==> config.mk <==
export PLATFORM = sky130hd
export DESIGN_NAME = dtt_throttle
export DESIGN_NICKNAME = d
export VERILOG_FILES = /design/src/pkg/dtt_pkg.sv /design/src/logic/dtt_duty_gate.sv /design/src/logic/dtt_throttle.sv
export SDC_FILE = /design/constraint.sdc
export NUM_CORES = 1
export LEC_CHECK = 0
export CAP_MARGIN = 10
export CORE_ASPECT_RATIO = 1.5
export CORE_MARGIN = 2
export CORE_UTILIZATION = 63
export CTS_BUF_LIST = sky130_fd_sc_hd__clkbuf_16
export DETAILED_ROUTE_END_ITERATION = 8
export DONT_BUFFER_PORTS = 1
export PLACE_DENSITY = 0.79
export SLEW_MARGIN = 20
export SYNTH_ARGS = -nofsm -noshare
export SYNTH_HDL_FRONTEND = slang
export SYNTH_SLANG_ARGS = --single-unit
==> constraint.sdc <==
create_clock -name ref_clk_i -period 15.2 [get_ports ref_clk_i]
set_input_delay 3.04 -clock ref_clk_i [delete_from_list [all_inputs] [get_ports ref_clk_i]]
set_output_delay 3.04 -clock ref_clk_i [all_outputs]
set_load 0.01 [all_outputs]
==> src/pkg/dtt_pkg.sv <==
`default_nettype none
package dtt_pkg;
  // Bus and datapath widths
  localparam int ADDR_W  = 8;
  localparam int DATA_W  = 32;
  localparam int ROWS    = 4;
  localparam int ROW_W   = 2;
  localparam int UNIT_W  = 3;
  localparam int WGT_W   = 8;
  localparam int ACC_W   = 24;
  localparam int WIN_W   = 16;
  localparam int SLOT_W  = 4;
  localparam int DUTY_W  = 5;
  localparam int EV_W    = 3;
  localparam int CTRL_W  = 2;

  // Register byte offsets
  localparam logic [ADDR_W-1:0] CTRL_OFS     = 8'h00;
  localparam logic [ADDR_W-1:0] WINDOW_OFS   = 8'h04;
  localparam logic [ADDR_W-1:0] THRESH_OFS   = 8'h08;
  localparam logic [ADDR_W-1:0] WEIGHT_OFS   = 8'h0C;
  localparam logic [ADDR_W-1:0] RD_DUTY_OFS  = 8'h10;
  localparam logic [ADDR_W-1:0] WR_DUTY_OFS  = 8'h14;
  localparam logic [ADDR_W-1:0] IRQ_STAT_OFS = 8'h18;
  localparam logic [ADDR_W-1:0] IRQ_MASK_OFS = 8'h1C;
  localparam logic [ADDR_W-1:0] STATE_OFS    = 8'h20;
  localparam logic [ADDR_W-1:0] ROW_CNT_OFS  = 8'h24;
  localparam logic [ADDR_W-1:0] ROW_STEP     = 8'h04;

  // Control field positions
  localparam int CTRL_HW_EN_BIT = 0;
  localparam int CTRL_OT_RD_BIT = 1;

  // Weight register field positions
  localparam int WGT_HIT_LSB   = 0;
  localparam int WGT_MISS_LSB  = 8;
  localparam int WGT_EMPTY_LSB = 16;

  // Event bit positions in status and mask
  localparam int EV_EXCEED_BIT = 0;
  localparam int EV_OT_ON_BIT  = 1;
  localparam int EV_OT_OFF_BIT = 2;

  // State register field positions
  localparam int ST_OT_BIT    = 0;
  localparam int ST_HW_BIT    = 1;
  localparam int ST_RD_THR_BIT = 2;
  localparam int ST_WR_THR_BIT = 3;

  // Access cycle type encoding
  localparam logic [1:0] CYC_HIT   = 2'h0;
  localparam logic [1:0] CYC_MISS  = 2'h1;
  localparam logic [1:0] CYC_EMPTY = 2'h2;

  // Reset values
  localparam logic [CTRL_W-1:0] CTRL_RST    = 2'h0;
  localparam logic [WIN_W-1:0]  WINDOW_RST  = 16'h0400;
  localparam logic [ACC_W-1:0]  THRESH_RST  = 24'h001000;
  localparam logic [WGT_W-1:0]  WGT_HIT_RST   = 8'h02;
  localparam logic [WGT_W-1:0]  WGT_MISS_RST  = 8'h04;
  localparam logic [WGT_W-1:0]  WGT_EMPTY_RST = 8'h03;
  localparam logic [DUTY_W-1:0] RD_DUTY_RST = 5'h08;
  localparam logic [DUTY_W-1:0] WR_DUTY_RST = 5'h08;
  localparam logic [EV_W-1:0]   EV_RST      = 3'h0;
endpackage
`default_nettype wire

==> src/logic/dtt_duty_gate.sv <==
`timescale 1ns/1ps
`default_nettype none
module dtt_duty_gate
(
  input  wire logic                       ref_clk_i,
  input  wire logic                       rst_n_i,
  input  wire logic [dtt_pkg::SLOT_W-1:0] slot_i,
  input  wire logic                       throttle_i,
  input  wire logic [dtt_pkg::DUTY_W-1:0] duty_i,
  output logic                            allow_o
);
  // Grants duty_i slots of every sixteen (all sixteen from 16 up) while throttled, all slots otherwise
  always_ff @(posedge ref_clk_i or negedge rst_n_i)
  begin
    if (!rst_n_i)
      allow_o <= 1'b1;
    else
      allow_o <= !throttle_i || ({1'b0, slot_i} < duty_i);
  end
endmodule // dtt_duty_gate
`default_nettype wire

==> src/logic/dtt_throttle.sv <==
// How it works
// - Count transfer units moved for each memory row separately.
// - Weight each counted transfer by page hit, miss or empty cycle type.
// - Weighted activity over threshold in a window throttles reads and writes.
// - Low over-temperature input means hot, high means normal.
// - Over-temperature level raises interrupt and/or read throttling as configured.
// - Over-temperature read throttling applies to the whole memory bus alike.
// - Separate software read and write throttle duty settings.
//
// Strobed register access and the register addresses were chosen for this implementation.
`timescale 1ns/1ps
`default_nettype none
module dtt_throttle
(
  input  wire logic                        ref_clk_i,
  input  wire logic                        rstn_i,
  input  wire logic                        xfer_valid_i,
  input  wire logic [dtt_pkg::ROW_W-1:0]   xfer_row_i,
  input  wire logic [1:0]                  xfer_type_i,
  input  wire logic [dtt_pkg::UNIT_W-1:0]  xfer_units_i,
  input  wire logic                        over_temp_in_n_i,
  input  wire logic [dtt_pkg::ADDR_W-1:0]  addr_i,
  input  wire logic [dtt_pkg::DATA_W-1:0]  wdata_i,
  input  wire logic                        wr_i,
  input  wire logic                        rd_i,
  output logic      [dtt_pkg::DATA_W-1:0]  rdata_o,
  output logic                             rd_allow_o,
  output logic                             wr_allow_o,
  output logic                             irq_o
);
  logic                          rst_meta;
  logic                          rst_n;
  logic [dtt_pkg::CTRL_W-1:0]    ctrl;
  logic [dtt_pkg::WIN_W-1:0]     window_len;
  logic [dtt_pkg::ACC_W-1:0]     thresh;
  logic [dtt_pkg::WGT_W-1:0]     wgt_hit;
  logic [dtt_pkg::WGT_W-1:0]     wgt_miss;
  logic [dtt_pkg::WGT_W-1:0]     wgt_empty;
  logic [dtt_pkg::DUTY_W-1:0]    rd_duty;
  logic [dtt_pkg::DUTY_W-1:0]    wr_duty;
  logic [dtt_pkg::EV_W-1:0]      irq_stat;
  logic [dtt_pkg::EV_W-1:0]      irq_mask;
  logic [dtt_pkg::EV_W-1:0]      ev_set;
  logic [dtt_pkg::WIN_W-1:0]     win_cnt;
  logic                          win_end;
  logic                          ot_meta;
  logic                          ot_sync;
  logic                          ot_prev;
  logic                          ot_active;
  logic [dtt_pkg::WGT_W-1:0]     cur_wgt;
  logic [dtt_pkg::ROWS-1:0]      row_over;
  logic                          exceed_any;
  logic                          exceed_q;
  logic                          exceed_seen;
  logic                          hw_active;
  logic                          rd_thr;
  logic                          wr_thr;
  logic [dtt_pkg::SLOT_W-1:0]    slot;
  logic [dtt_pkg::ACC_W-1:0]     row_wacc [dtt_pkg::ROWS];
  logic [dtt_pkg::ACC_W-1:0]     row_raw  [dtt_pkg::ROWS];
  logic [dtt_pkg::DATA_W-1:0]    next_rdata;
  logic                          wr_ctrl;
  logic                          wr_stat;

  // Reset release through two flops
  always_ff @(posedge ref_clk_i or negedge rstn_i)
  begin
    if (!rstn_i)
    begin
      rst_meta <= 1'b0;
      rst_n    <= 1'b0;
    end
    else
    begin
      rst_meta <= 1'b1;
      rst_n    <= rst_meta;
    end
  end

  // Two-stage synchroniser for the sensor input
  always_ff @(posedge ref_clk_i or negedge rst_n)
  begin
    if (!rst_n)
    begin
      ot_meta <= 1'b1;
      ot_sync <= 1'b1;
      ot_prev <= 1'b1;
    end
    else
    begin
      ot_meta <= over_temp_in_n_i;
      ot_sync <= ot_meta;
      ot_prev <= ot_sync;
    end
  end

  // Low level is the hot condition, acted on as a level
  assign ot_active = !ot_sync;

  // Software register writes
  assign wr_ctrl = wr_i && (addr_i == dtt_pkg::CTRL_OFS);
  assign wr_stat = wr_i && (addr_i == dtt_pkg::IRQ_STAT_OFS);

  always_ff @(posedge ref_clk_i or negedge rst_n)
  begin
    if (!rst_n)
    begin
      ctrl       <= dtt_pkg::CTRL_RST;
      window_len <= dtt_pkg::WINDOW_RST;
      thresh     <= dtt_pkg::THRESH_RST;
      wgt_hit    <= dtt_pkg::WGT_HIT_RST;
      wgt_miss   <= dtt_pkg::WGT_MISS_RST;
      wgt_empty  <= dtt_pkg::WGT_EMPTY_RST;
      rd_duty    <= dtt_pkg::RD_DUTY_RST;
      wr_duty    <= dtt_pkg::WR_DUTY_RST;
      irq_mask   <= dtt_pkg::EV_RST;
    end
    else if (wr_i)
    begin
      case (addr_i)
        dtt_pkg::CTRL_OFS:     ctrl       <= wdata_i[dtt_pkg::CTRL_W-1:0];
        dtt_pkg::WINDOW_OFS:   window_len <= wdata_i[dtt_pkg::WIN_W-1:0];
        dtt_pkg::THRESH_OFS:   thresh     <= wdata_i[dtt_pkg::ACC_W-1:0];
        dtt_pkg::WEIGHT_OFS:
        begin
          wgt_hit   <= wdata_i[dtt_pkg::WGT_HIT_LSB +: dtt_pkg::WGT_W];
          wgt_miss  <= wdata_i[dtt_pkg::WGT_MISS_LSB +: dtt_pkg::WGT_W];
          wgt_empty <= wdata_i[dtt_pkg::WGT_EMPTY_LSB +: dtt_pkg::WGT_W];
        end
        dtt_pkg::RD_DUTY_OFS:  rd_duty    <= wdata_i[dtt_pkg::DUTY_W-1:0];
        dtt_pkg::WR_DUTY_OFS:  wr_duty    <= wdata_i[dtt_pkg::DUTY_W-1:0];
        dtt_pkg::IRQ_MASK_OFS: irq_mask   <= wdata_i[dtt_pkg::EV_W-1:0];
        default:               ;
      endcase
    end
  end

  // Monitoring window timer; a zero length acts as one cycle
  assign win_end = (win_cnt == '0);

  always_ff @(posedge ref_clk_i or negedge rst_n)
  begin
    if (!rst_n)
      win_cnt <= dtt_pkg::WINDOW_RST;
    else if (win_end)
      win_cnt <= (window_len == '0) ? '0 : window_len - 16'h0001;
    else
      win_cnt <= win_cnt - 16'h0001;
  end

  // Weight for the current transfer by its cycle type
  always_comb
  begin
    case (xfer_type_i)
      dtt_pkg::CYC_HIT:   cur_wgt = wgt_hit;
      dtt_pkg::CYC_MISS:  cur_wgt = wgt_miss;
      dtt_pkg::CYC_EMPTY: cur_wgt = wgt_empty;
      default:            cur_wgt = wgt_miss;
    endcase
  end

  // Per-row raw and weighted accumulators, saturating
  generate
    for (genvar r = 0; r < dtt_pkg::ROWS; r++)
    begin : g_row
      logic [dtt_pkg::ACC_W-1:0] wacc;
      logic [dtt_pkg::ACC_W-1:0] raw;
      logic [dtt_pkg::ACC_W:0]   next_wacc;
      logic [dtt_pkg::ACC_W:0]   next_raw;
      logic                      hit;

      assign hit       = xfer_valid_i && (xfer_row_i == (dtt_pkg::ROW_W)'(r));
      // Both factors widened first so the product keeps every bit
      assign next_wacc = {1'b0, wacc} + (dtt_pkg::ACC_W + 1)'(xfer_units_i) * (dtt_pkg::ACC_W + 1)'(cur_wgt);
      assign next_raw  = {1'b0, raw} + (dtt_pkg::ACC_W + 1)'(xfer_units_i);

      always_ff @(posedge ref_clk_i or negedge rst_n)
      begin
        if (!rst_n)
        begin
          wacc <= '0;
          raw  <= '0;
        end
        else if (win_end)
        begin
          wacc <= '0;
          raw  <= '0;
        end
        else if (hit)
        begin
          wacc <= next_wacc[dtt_pkg::ACC_W] ? '1 : next_wacc[dtt_pkg::ACC_W-1:0];
          raw  <= next_raw[dtt_pkg::ACC_W] ? '1 : next_raw[dtt_pkg::ACC_W-1:0];
        end
      end

      assign row_wacc[r] = wacc;
      assign row_raw[r]  = raw;
      assign row_over[r] = (wacc > thresh);
    end
  endgenerate

  assign exceed_any = |row_over;

  // Hardware throttle: set on exceed, kept through the following window
  always_ff @(posedge ref_clk_i or negedge rst_n)
  begin
    if (!rst_n)
    begin
      exceed_q    <= 1'b0;
      exceed_seen <= 1'b0;
      hw_active   <= 1'b0;
    end
    else
    begin
      exceed_q <= exceed_any;
      if (win_end)
      begin
        exceed_seen <= 1'b0;
        hw_active   <= exceed_seen || exceed_any;
      end
      else if (exceed_any)
      begin
        exceed_seen <= 1'b1;
        hw_active   <= 1'b1;
      end
    end
  end

  // Throttle requests; sensor read throttle covers all rows at once
  assign rd_thr = (ctrl[dtt_pkg::CTRL_HW_EN_BIT] && hw_active)
                || (ctrl[dtt_pkg::CTRL_OT_RD_BIT] && ot_active);
  assign wr_thr = ctrl[dtt_pkg::CTRL_HW_EN_BIT] && hw_active;

  // Free-running slot counter shared by both gates
  always_ff @(posedge ref_clk_i or negedge rst_n)
  begin
    if (!rst_n)
      slot <= '0;
    else
      slot <= slot + 4'h1;
  end

  // Read and write gates with independent duty settings
  dtt_duty_gate u_rd_gate
  (
    .ref_clk_i  (ref_clk_i),
    .rst_n_i    (rst_n),
    .slot_i     (slot),
    .throttle_i (rd_thr),
    .duty_i     (rd_duty),
    .allow_o    (rd_allow_o)
  );

  dtt_duty_gate u_wr_gate
  (
    .ref_clk_i  (ref_clk_i),
    .rst_n_i    (rst_n),
    .slot_i     (slot),
    .throttle_i (wr_thr),
    .duty_i     (wr_duty),
    .allow_o    (wr_allow_o)
  );

  // Event sources; hot status re-sets every cycle while the level holds
  always_comb
  begin
    ev_set                         = '0;
    ev_set[dtt_pkg::EV_EXCEED_BIT] = exceed_any && !exceed_q;
    ev_set[dtt_pkg::EV_OT_ON_BIT]  = ot_active;
    ev_set[dtt_pkg::EV_OT_OFF_BIT] = ot_sync && !ot_prev;
  end

  // Sticky status, write one to clear, a new event wins over the clear
  always_ff @(posedge ref_clk_i or negedge rst_n)
  begin
    if (!rst_n)
      irq_stat <= dtt_pkg::EV_RST;
    else if (wr_stat)
      irq_stat <= (irq_stat & ~wdata_i[dtt_pkg::EV_W-1:0]) | ev_set;
    else
      irq_stat <= irq_stat | ev_set;
  end

  // Level interrupt while any unmasked status bit is set
  always_ff @(posedge ref_clk_i or negedge rst_n)
  begin
    if (!rst_n)
      irq_o <= 1'b0;
    else
      irq_o <= |(irq_stat & irq_mask);
  end

  // Read mux, unmapped addresses read as zero
  always_comb
  begin
    next_rdata = '0;
    case (addr_i)
      dtt_pkg::CTRL_OFS:     next_rdata[dtt_pkg::CTRL_W-1:0] = ctrl;
      dtt_pkg::WINDOW_OFS:   next_rdata[dtt_pkg::WIN_W-1:0]  = window_len;
      dtt_pkg::THRESH_OFS:   next_rdata[dtt_pkg::ACC_W-1:0]  = thresh;
      dtt_pkg::WEIGHT_OFS:
      begin
        next_rdata[dtt_pkg::WGT_HIT_LSB +: dtt_pkg::WGT_W]   = wgt_hit;
        next_rdata[dtt_pkg::WGT_MISS_LSB +: dtt_pkg::WGT_W]  = wgt_miss;
        next_rdata[dtt_pkg::WGT_EMPTY_LSB +: dtt_pkg::WGT_W] = wgt_empty;
      end
      dtt_pkg::RD_DUTY_OFS:  next_rdata[dtt_pkg::DUTY_W-1:0] = rd_duty;
      dtt_pkg::WR_DUTY_OFS:  next_rdata[dtt_pkg::DUTY_W-1:0] = wr_duty;
      dtt_pkg::IRQ_STAT_OFS: next_rdata[dtt_pkg::EV_W-1:0]   = irq_stat;
      dtt_pkg::IRQ_MASK_OFS: next_rdata[dtt_pkg::EV_W-1:0]   = irq_mask;
      dtt_pkg::STATE_OFS:
      begin
        next_rdata[dtt_pkg::ST_OT_BIT]     = ot_active;
        next_rdata[dtt_pkg::ST_HW_BIT]     = hw_active;
        next_rdata[dtt_pkg::ST_RD_THR_BIT] = rd_thr;
        next_rdata[dtt_pkg::ST_WR_THR_BIT] = wr_thr;
      end
      dtt_pkg::ROW_CNT_OFS:
        next_rdata[dtt_pkg::ACC_W-1:0] = row_raw[0];
      dtt_pkg::ROW_CNT_OFS + dtt_pkg::ROW_STEP:
        next_rdata[dtt_pkg::ACC_W-1:0] = row_raw[1];
      dtt_pkg::ROW_CNT_OFS + 8'h08:
        next_rdata[dtt_pkg::ACC_W-1:0] = row_raw[2];
      dtt_pkg::ROW_CNT_OFS + 8'h0C:
        next_rdata[dtt_pkg::ACC_W-1:0] = row_raw[3];
      default:               next_rdata = '0;
    endcase
  end

  // Read data stands only in the cycle after the strobe
  always_ff @(posedge ref_clk_i or negedge rst_n)
  begin
    if (!rst_n)
      rdata_o <= '0;
    else if (rd_i)
      rdata_o <= next_rdata;
    else
      rdata_o <= '0;
  end

  // Weighted totals are visible only through the threshold comparison
  logic unused_wacc;
  assign unused_wacc = ^row_wacc[0] ^ wr_ctrl;
endmodule // dtt_throttle
`default_nettype wire

==> impl_metrics.toml, run 1 <==
[timing]
hold_viol_final = 0
tns_ns = 0
maxSlewHeadroom = 0.2351
period_minus_slack_ns = 8.432
tightestPinTransition_ns = 1.118
finClkSkew_ns = 0.02294
layout_setup_ws_ns = 6.768
setup_viol_count_final = 0
final_max_slew_viol_count = 0
timing.fmax_mhz = 118.6
rsz0062_at_grt = "false"
period_share = 0.5547

[worst_setup_path]
reg2regPathDepth = 21
r2r-start = "wgt_empty[1]"
worstPathRequired_ns = 15.64
crit_path_max_fanout = 8
path_cells = "mux2i_1, o21ai_0, nand2_1, fa_1, inv_1, ha_1, inv_1, fa_1, nor2b_1, o21ai_0, a21boi_0, o21ai_0, nand2b_1, xor2_1, ha_1, a21o_1, a2111oi_0, a211oi_1, nand4_1, nor2_1, nor3_1"
startpoint = "xfer_type_i[1]"
crit_path_frequent_cell = "o21ai_0"
cp-end-kind = "flop"
arrival_ns = 8.88
cp.depth = 21
crit_end = "g_row[1].wacc[15]"
start_kind = "input port"
cp_num_buf_inv = 2
slowest_delay_ns = 0.98
crit_type = "input port to flop"
critical_path.top_delay_family = "compound AO/OA/AOI/OAI gates"
slowest_stage = "a2111oi_0"
r2r_slack_ns = 8.73
rr_endpoint = "g_row[1].wacc[15]"

[place]
hpwl_um = 51380
dp_slack_ns = 6.265
portBuffers = 0
placed_area_um2 = 21960
place_congestion = 0.9827

[floorplan]
io_pins = 88
die_area_um2 = 35880
initial_core_util = 0.6354
die_h_um = 231
core_um2 = 34060
die_w_um = 155.3
num_rows = 83

[status]
status = "finished clean"

[logic_synthesis]
synth-main-ff-cell = "dfrtp_1"
synth.yosys.seq_area_share = 0.3812
ys_types = 88
yosys_warnings = 0
synth_area_per_cell_um2 = 9.237
synth_edf_count = 0
synthesis.area_um2 = 21640
synth-seq-cells = 329
async_flop_share = 1.000
synthCells = 2343

[finish]
drive_gt1_frac = 0.08632
diodes = 0
nets = 2557
final_util = 0.6793
area_delta_synth_final_pct = 6.909
final_area_um2 = 23140

[clock_network]
root_buffer = "clkbuf_16"
clk_path_buf_depth = 3
cts_inserted_buffers = 35
clk-insertion-delay-late_ns = 0.55
hold_buffers = 0
cts_setup_buffers = 0
cts.sinks = 329
cts_resized = 0
cts_tree = "done"
htreeDepth = 2
clk_pin_slew_worst_paths_ns = 0.06

[power_and_ir_drop]
totalPowerFinal_mw = 2.850
ir_drop_uv = 114.9
p_leak_nw = 10.12
power.density_nw_per_um2 = 123.2

[route]
ant_nets = 0
vias = 19430
firstDrtPassIters = 9
drcViolationCount = 0
vias_per_cell = 7.029
drtIter0Drc = 1675
routed_wl_um = 70090
drt-wirelength-per-cell_um = 25.35

[grt]
grt_use_total = 0.3905
antenna_found_initial = 1
overflow = 0
grt_pass1_wl_um = 108000
grt_max_degree = 80
grt_pass1_vias = 19310

[min_path]
hold_path_class = "flop to async pin"

[job]
drv_cap = 0
[worst reg2reg max path: stages (launching register included)]
cell and delay, ns:
dfstp_2 0.58, mux2i_1 0.08, o21ai_0 0.42, nand2_1 0.15
fa_1 0.46, inv_1 0.07, ha_1 0.18, inv_1 0.06
fa_1 0.40, nor2b_1 0.16, o21ai_0 0.12, a21boi_0 0.25
o21ai_0 0.11, nand2b_1 0.12, xor2_1 0.79, ha_1 0.44
a21o_1 0.20, a2111oi_0 0.98, a211oi_1 0.39, nand4_1 0.21
nor2_1 0.06, nor3_1 0.14
[cell usage in the layout, fill, tap and decap left out, types with 40 or more instances in the layout]
cell type,count
inv_1,99
dfrtp_1,314
a211oi_1,40
nor3_1,110
nor2_1,207
a22oi_1,40
o21ai_0,136
nand3_1,85
a21oi_1,149
mux2_2,80
nand4_1,44
ha_1,175
nand2_1,166
xnor2_1,43
a31oi_1,66
[cell type report]
class                   instances  area [µm²]
clock buffers                  36       900.9
multi-input cells            1835       12670
inverters                      90       337.8
flip-flops and latches        329        8254
well taps                     425       531.8
fillers                      2719       10930
clock inverters                27       270.3
repair buffers                 23       172.7
[cell families after synthesis]
family	after synthesis	share of synthesized area
and+or+nand+nor	812	0.1877
buffers and inverters	186	0.03550
other	2	0.0003470
DFF	329	0.3812
xor gates and xnor gates	67	0.02711
adders and majority gates	190	0.1150
muxes	119	0.05966
AOI/OAI and AO/OA	638	0.1934
[worst min-delay path by stage]
stage / start / end / slack, ns / cells past startpoint
floorplan: rst_meta / rst_n / 0.33 / 0
global placement: rst_meta / rst_n / 0.34 / 0
detailed placement: rst_meta / rst_n / 0.35 / 0
CTS: rst_meta / rst_n / 0.36 / 0
global route: rst_meta / rst_n / 0.36 / 0
finish: rst_n / g_row[1].wacc[18] / 0.33 / 0
[power breakdown]
group / total, mW / internal (mW) / switching [mW]
sequential: 1.14 / 0.982 / 0.155
clock: 0.893 / 0.517 / 0.375
combinational: 0.821 / 0.346 / 0.475
total: 2.85 / 1.84 / 1.00
[metrics by stage]
step	instances	hold slack, ns
2_1_floorplan	2350	0.3312
3_3_place_gp	2701	0.3378
3_5_place_dp	2701	0.3459
4_1_cts	2764	0.3599
5_1_grt	2765	0.3638
6_report	2765	0.3323
[flip-flops by register name, summed over array words and instances (netlist names), 3 cells and up]
signal,cells
g_row.wacc,96
thresh,24
rdata_o,24
rd_duty,5
win_cnt,16
irq_stat,3
window_len,16
wgt_miss,8
slot,4
wgt_hit,8
wr_duty,5
irq_mask,3
g_row.raw,96
wgt_empty,8
[Yosys cell counts, types with 11 or more instances]
library cell,instances,share of area
nand2b_1,15,0.0043
a21oi_1,149,0.034
and3_1,39,0.011
nand3_1,86,0.020
a22oi_1,40,0.014
nor2b_1,26,0.0075
a222oi_1,13,0.0060
a31oi_1,66,0.019
o211ai_1,13,0.0045
fa_1,15,0.014
a211oi_1,40,0.014
mux2i_1,39,0.018
o21ai_0,136,0.031
nor2_1,208,0.036
buf_2,17,0.0039
nor4_1,19,0.0055
a221oi_1,15,0.0061
ha_1,175,0.10
a21o_1,24,0.0083
and2_1,18,0.0052
nand2_1,167,0.029
nor3_1,110,0.025
mux2_2,80,0.042
dfrtp_1,315,0.36
clkbuf_1,63,0.011
xor2_1,24,0.0097
and4_1,20,0.0081
o211a_1,11,0.0051
nand4_1,44,0.013
o22ai_1,32,0.0093
xnor2_1,43,0.017
dfstp_2,14,0.017
inv_1,90,0.016
[layer usage]
metal	share of wire	global-route usage
met3	0.075	0.06908
met1	0.34	0.4203
met2	0.47	0.6511
met5	0	0
met4	0.11	0.3512
(Power assumes the default switching activity.)
==> run 2, diff against run 1 <==
==> constraint.sdc (replaced) <==
create_clock -name ref_clk_i -period 8.25 [get_ports ref_clk_i]
set_input_delay 1.65 -clock ref_clk_i [delete_from_list [all_inputs] [get_ports ref_clk_i]]
set_output_delay 1.65 -clock ref_clk_i [all_outputs]
set_load 0.01 [all_outputs]
==> impl_metrics.toml, run 2 (same netlist as run 1, synthesis figures left out) <==
[power_and_ir_drop]
power.switching_mw = 1.805
ir_drop_uv = 166.0
p_leak_nw = 10.12
clockPowerShare = 0.298
swShare = 0.3544
p_seq_frac = 0.407
pwr-share-comb = 0.295
p_int_mw = 3.287
power.density_nw_per_um2 = 220.6

[worst_setup_path]
start_kind = "input port"
crit_path_max_fanout = 10
worstPathRequired_ns = 8.68
crit_type = "input port to flop"
cp_num_buf_inv = 3
arrival_ns = 6.80
critical_path.top_delay_family = "compound AO/OA/AOI/OAI gates"
cp-end-kind = "flop"
cp.depth = 21
reg2regPathDepth = 21
path_cells = "mux2i_1, o21ai_0, nand2_1, fa_1, inv_1, ha_1, a21o_1, a21oi_1, o21ai_0, a21oi_1, o21ai_0, xor2_1, buf_4, ha_1, and4_1, o211a_1, o21ai_1, a2111oi_4, buf_4, o21ai_0, a221oi_1"
crit_path_frequent_cell = "o21ai_0"
slowest_delay_ns = 0.67
slowest_stage = "a2111oi_4"

[timing]
maxSlewHeadroom = 0.2899
layout_setup_ws_ns = 1.880
period_minus_slack_ns = 6.370
tightestPinTransition_ns = 1.065
rsz0062_at_grt = "false"
setup_viol_count_final = 0
final_max_slew_viol_count = 0
period_share = 0.7721
timing.fmax_mhz = 157.0
hold_viol_final = 0
tns_ns = 0
finClkSkew_ns = 0.01566

[clock_network]
root_buffer = "clkbuf_16"
clk_path_buf_depth = 3
clk-insertion-delay-late_ns = 0.55
hold_buffers = 0
cts_setup_buffers = 0
cts_inserted_buffers = 35
cts.sinks = 329
htreeDepth = 2
cts_resized = 0
clk_pin_slew_worst_paths_ns = 0.06
cts_tree = "done"

[grt]
antenna_found_initial = 0
grt_use_total = 0.3803
grt_max_degree = 171
grt_pass1_wl_um = 105000
overflow = 0
grt_pass1_vias = 18860

[finish]
layout_commonest_cell = "dfrtp_1"
final_util = 0.6776
reg_top3 = "g_row.raw x96, g_row.wacc x96"
fill_cells = 2739
drive_gt1_frac = 0.08575
seqCellArea_um2 = 8254
layout_common_cells = "dfrtp_1 (314), nor2_1 (208), ha_1 (175)"
multi_input_area_um2 = 12660
area_delta_synth_final_pct = 6.643
nets = 2561

[min_path]
hold_path_class = "flop to async pin"

[floorplan]
die_w_um = 155.3
io_pins = 88
initial_core_util = 0.6354
num_rows = 83
die_h_um = 231
die_area_um2 = 35880
core_um2 = 34060

[route]
vias = 19170
ant_nets = 0
drt-wirelength-per-cell_um = 24.66
drtIter0Drc = 1557
firstDrtPassIters = 6
vias_per_cell = 6.921
drcViolationCount = 0
routed_wl_um = 68310

[place]
place_congestion = 1.011
portBuffers = 0
dp_slack_ns = 1.459
hpwl_um = 50760

[status]
status = "finished clean"

[job]
drv_cap = 0
## run 2: path summary, 6_finish.rpt
check	to	slack [ns]	from
setup / recovery	g_row[0].wacc[13]	1.88	xfer_type_i[1]
hold / removal	g_row[0].wacc[23]	0.32	rst_n
setup reg to reg	g_row[0].wacc[13]	2.48	wgt_hit[1]
hold reg to reg	g_row[0].wacc[23]	0.32	rst_n
max in group asynchronous	rdata_o[1]	6.02	rst_n
min in group ref_clk_i	ot_sync	0.35	ot_meta
## run 2: through the flow
stage	instance area, µm²	std cells	power, mW	hold WS [ns]
floorplan	21670	2350	3.173	0.3311
global placement	22000	2706	3.494	0.3203
detailed placement	22000	2706	3.568	0.3233
CTS	23080	2769	5.084	0.3283
global route	23080	2769	5.386	0.3557
finish	23080	2770	5.092	0.3179
## run 2: worst register-to-register path, delay by kind of cell, from the launching register on
kind,cells,cell delay (ns)
AO/OA/AOI/OAI,11,2.62
XOR/XNOR,1,0.17
adder cells (fa/ha/maj),3,1.26
buffers and inverters,3,0.56
flip-flops,1,0.57
multiplexers,1,0.07
AND/OR/NAND/NOR,2,0.40
## run 2: area by class of cell
type,count,area share
clock buffers,35,0.03795
diodes,1,0.0001084
multi-input cells,1835,0.5487
flip-flops and latches,329,0.3576
clock inverters,28,0.008566
inverters,90,0.01464
well taps,425,0.02304
repair buffers,27,0.009325
## run 2: layer usage
metal / global-route usage / wire (µm) / vias up / part of all wire
met2: 0.6397 / 32540 / 794 / 0.48
met4: 0.3291 / 7178 / 0 / 0.11
met5: 0 / 0 / - / 0
li1: - / - / 8722 / -
met3: 0.06476 / 4613 / 327 / 0.068
met1: 0.4120 / 23980 / 9329 / 0.35
## run 2: power by group through the flow
| stage | registers (mW) | clock network, mW | logic (mW) |
|---|---|---|---|
| floorplan | 2.00 | 0 | 1.17 |
| global placement | 2.08 | 0 | 1.41 |
| detailed placement | 2.09 | 0 | 1.47 |
| CTS | 2.07 | 1.53 | 1.49 |
| global route | 2.10 | 1.59 | 1.69 |
| finish | 2.07 | 1.52 | 1.50 |
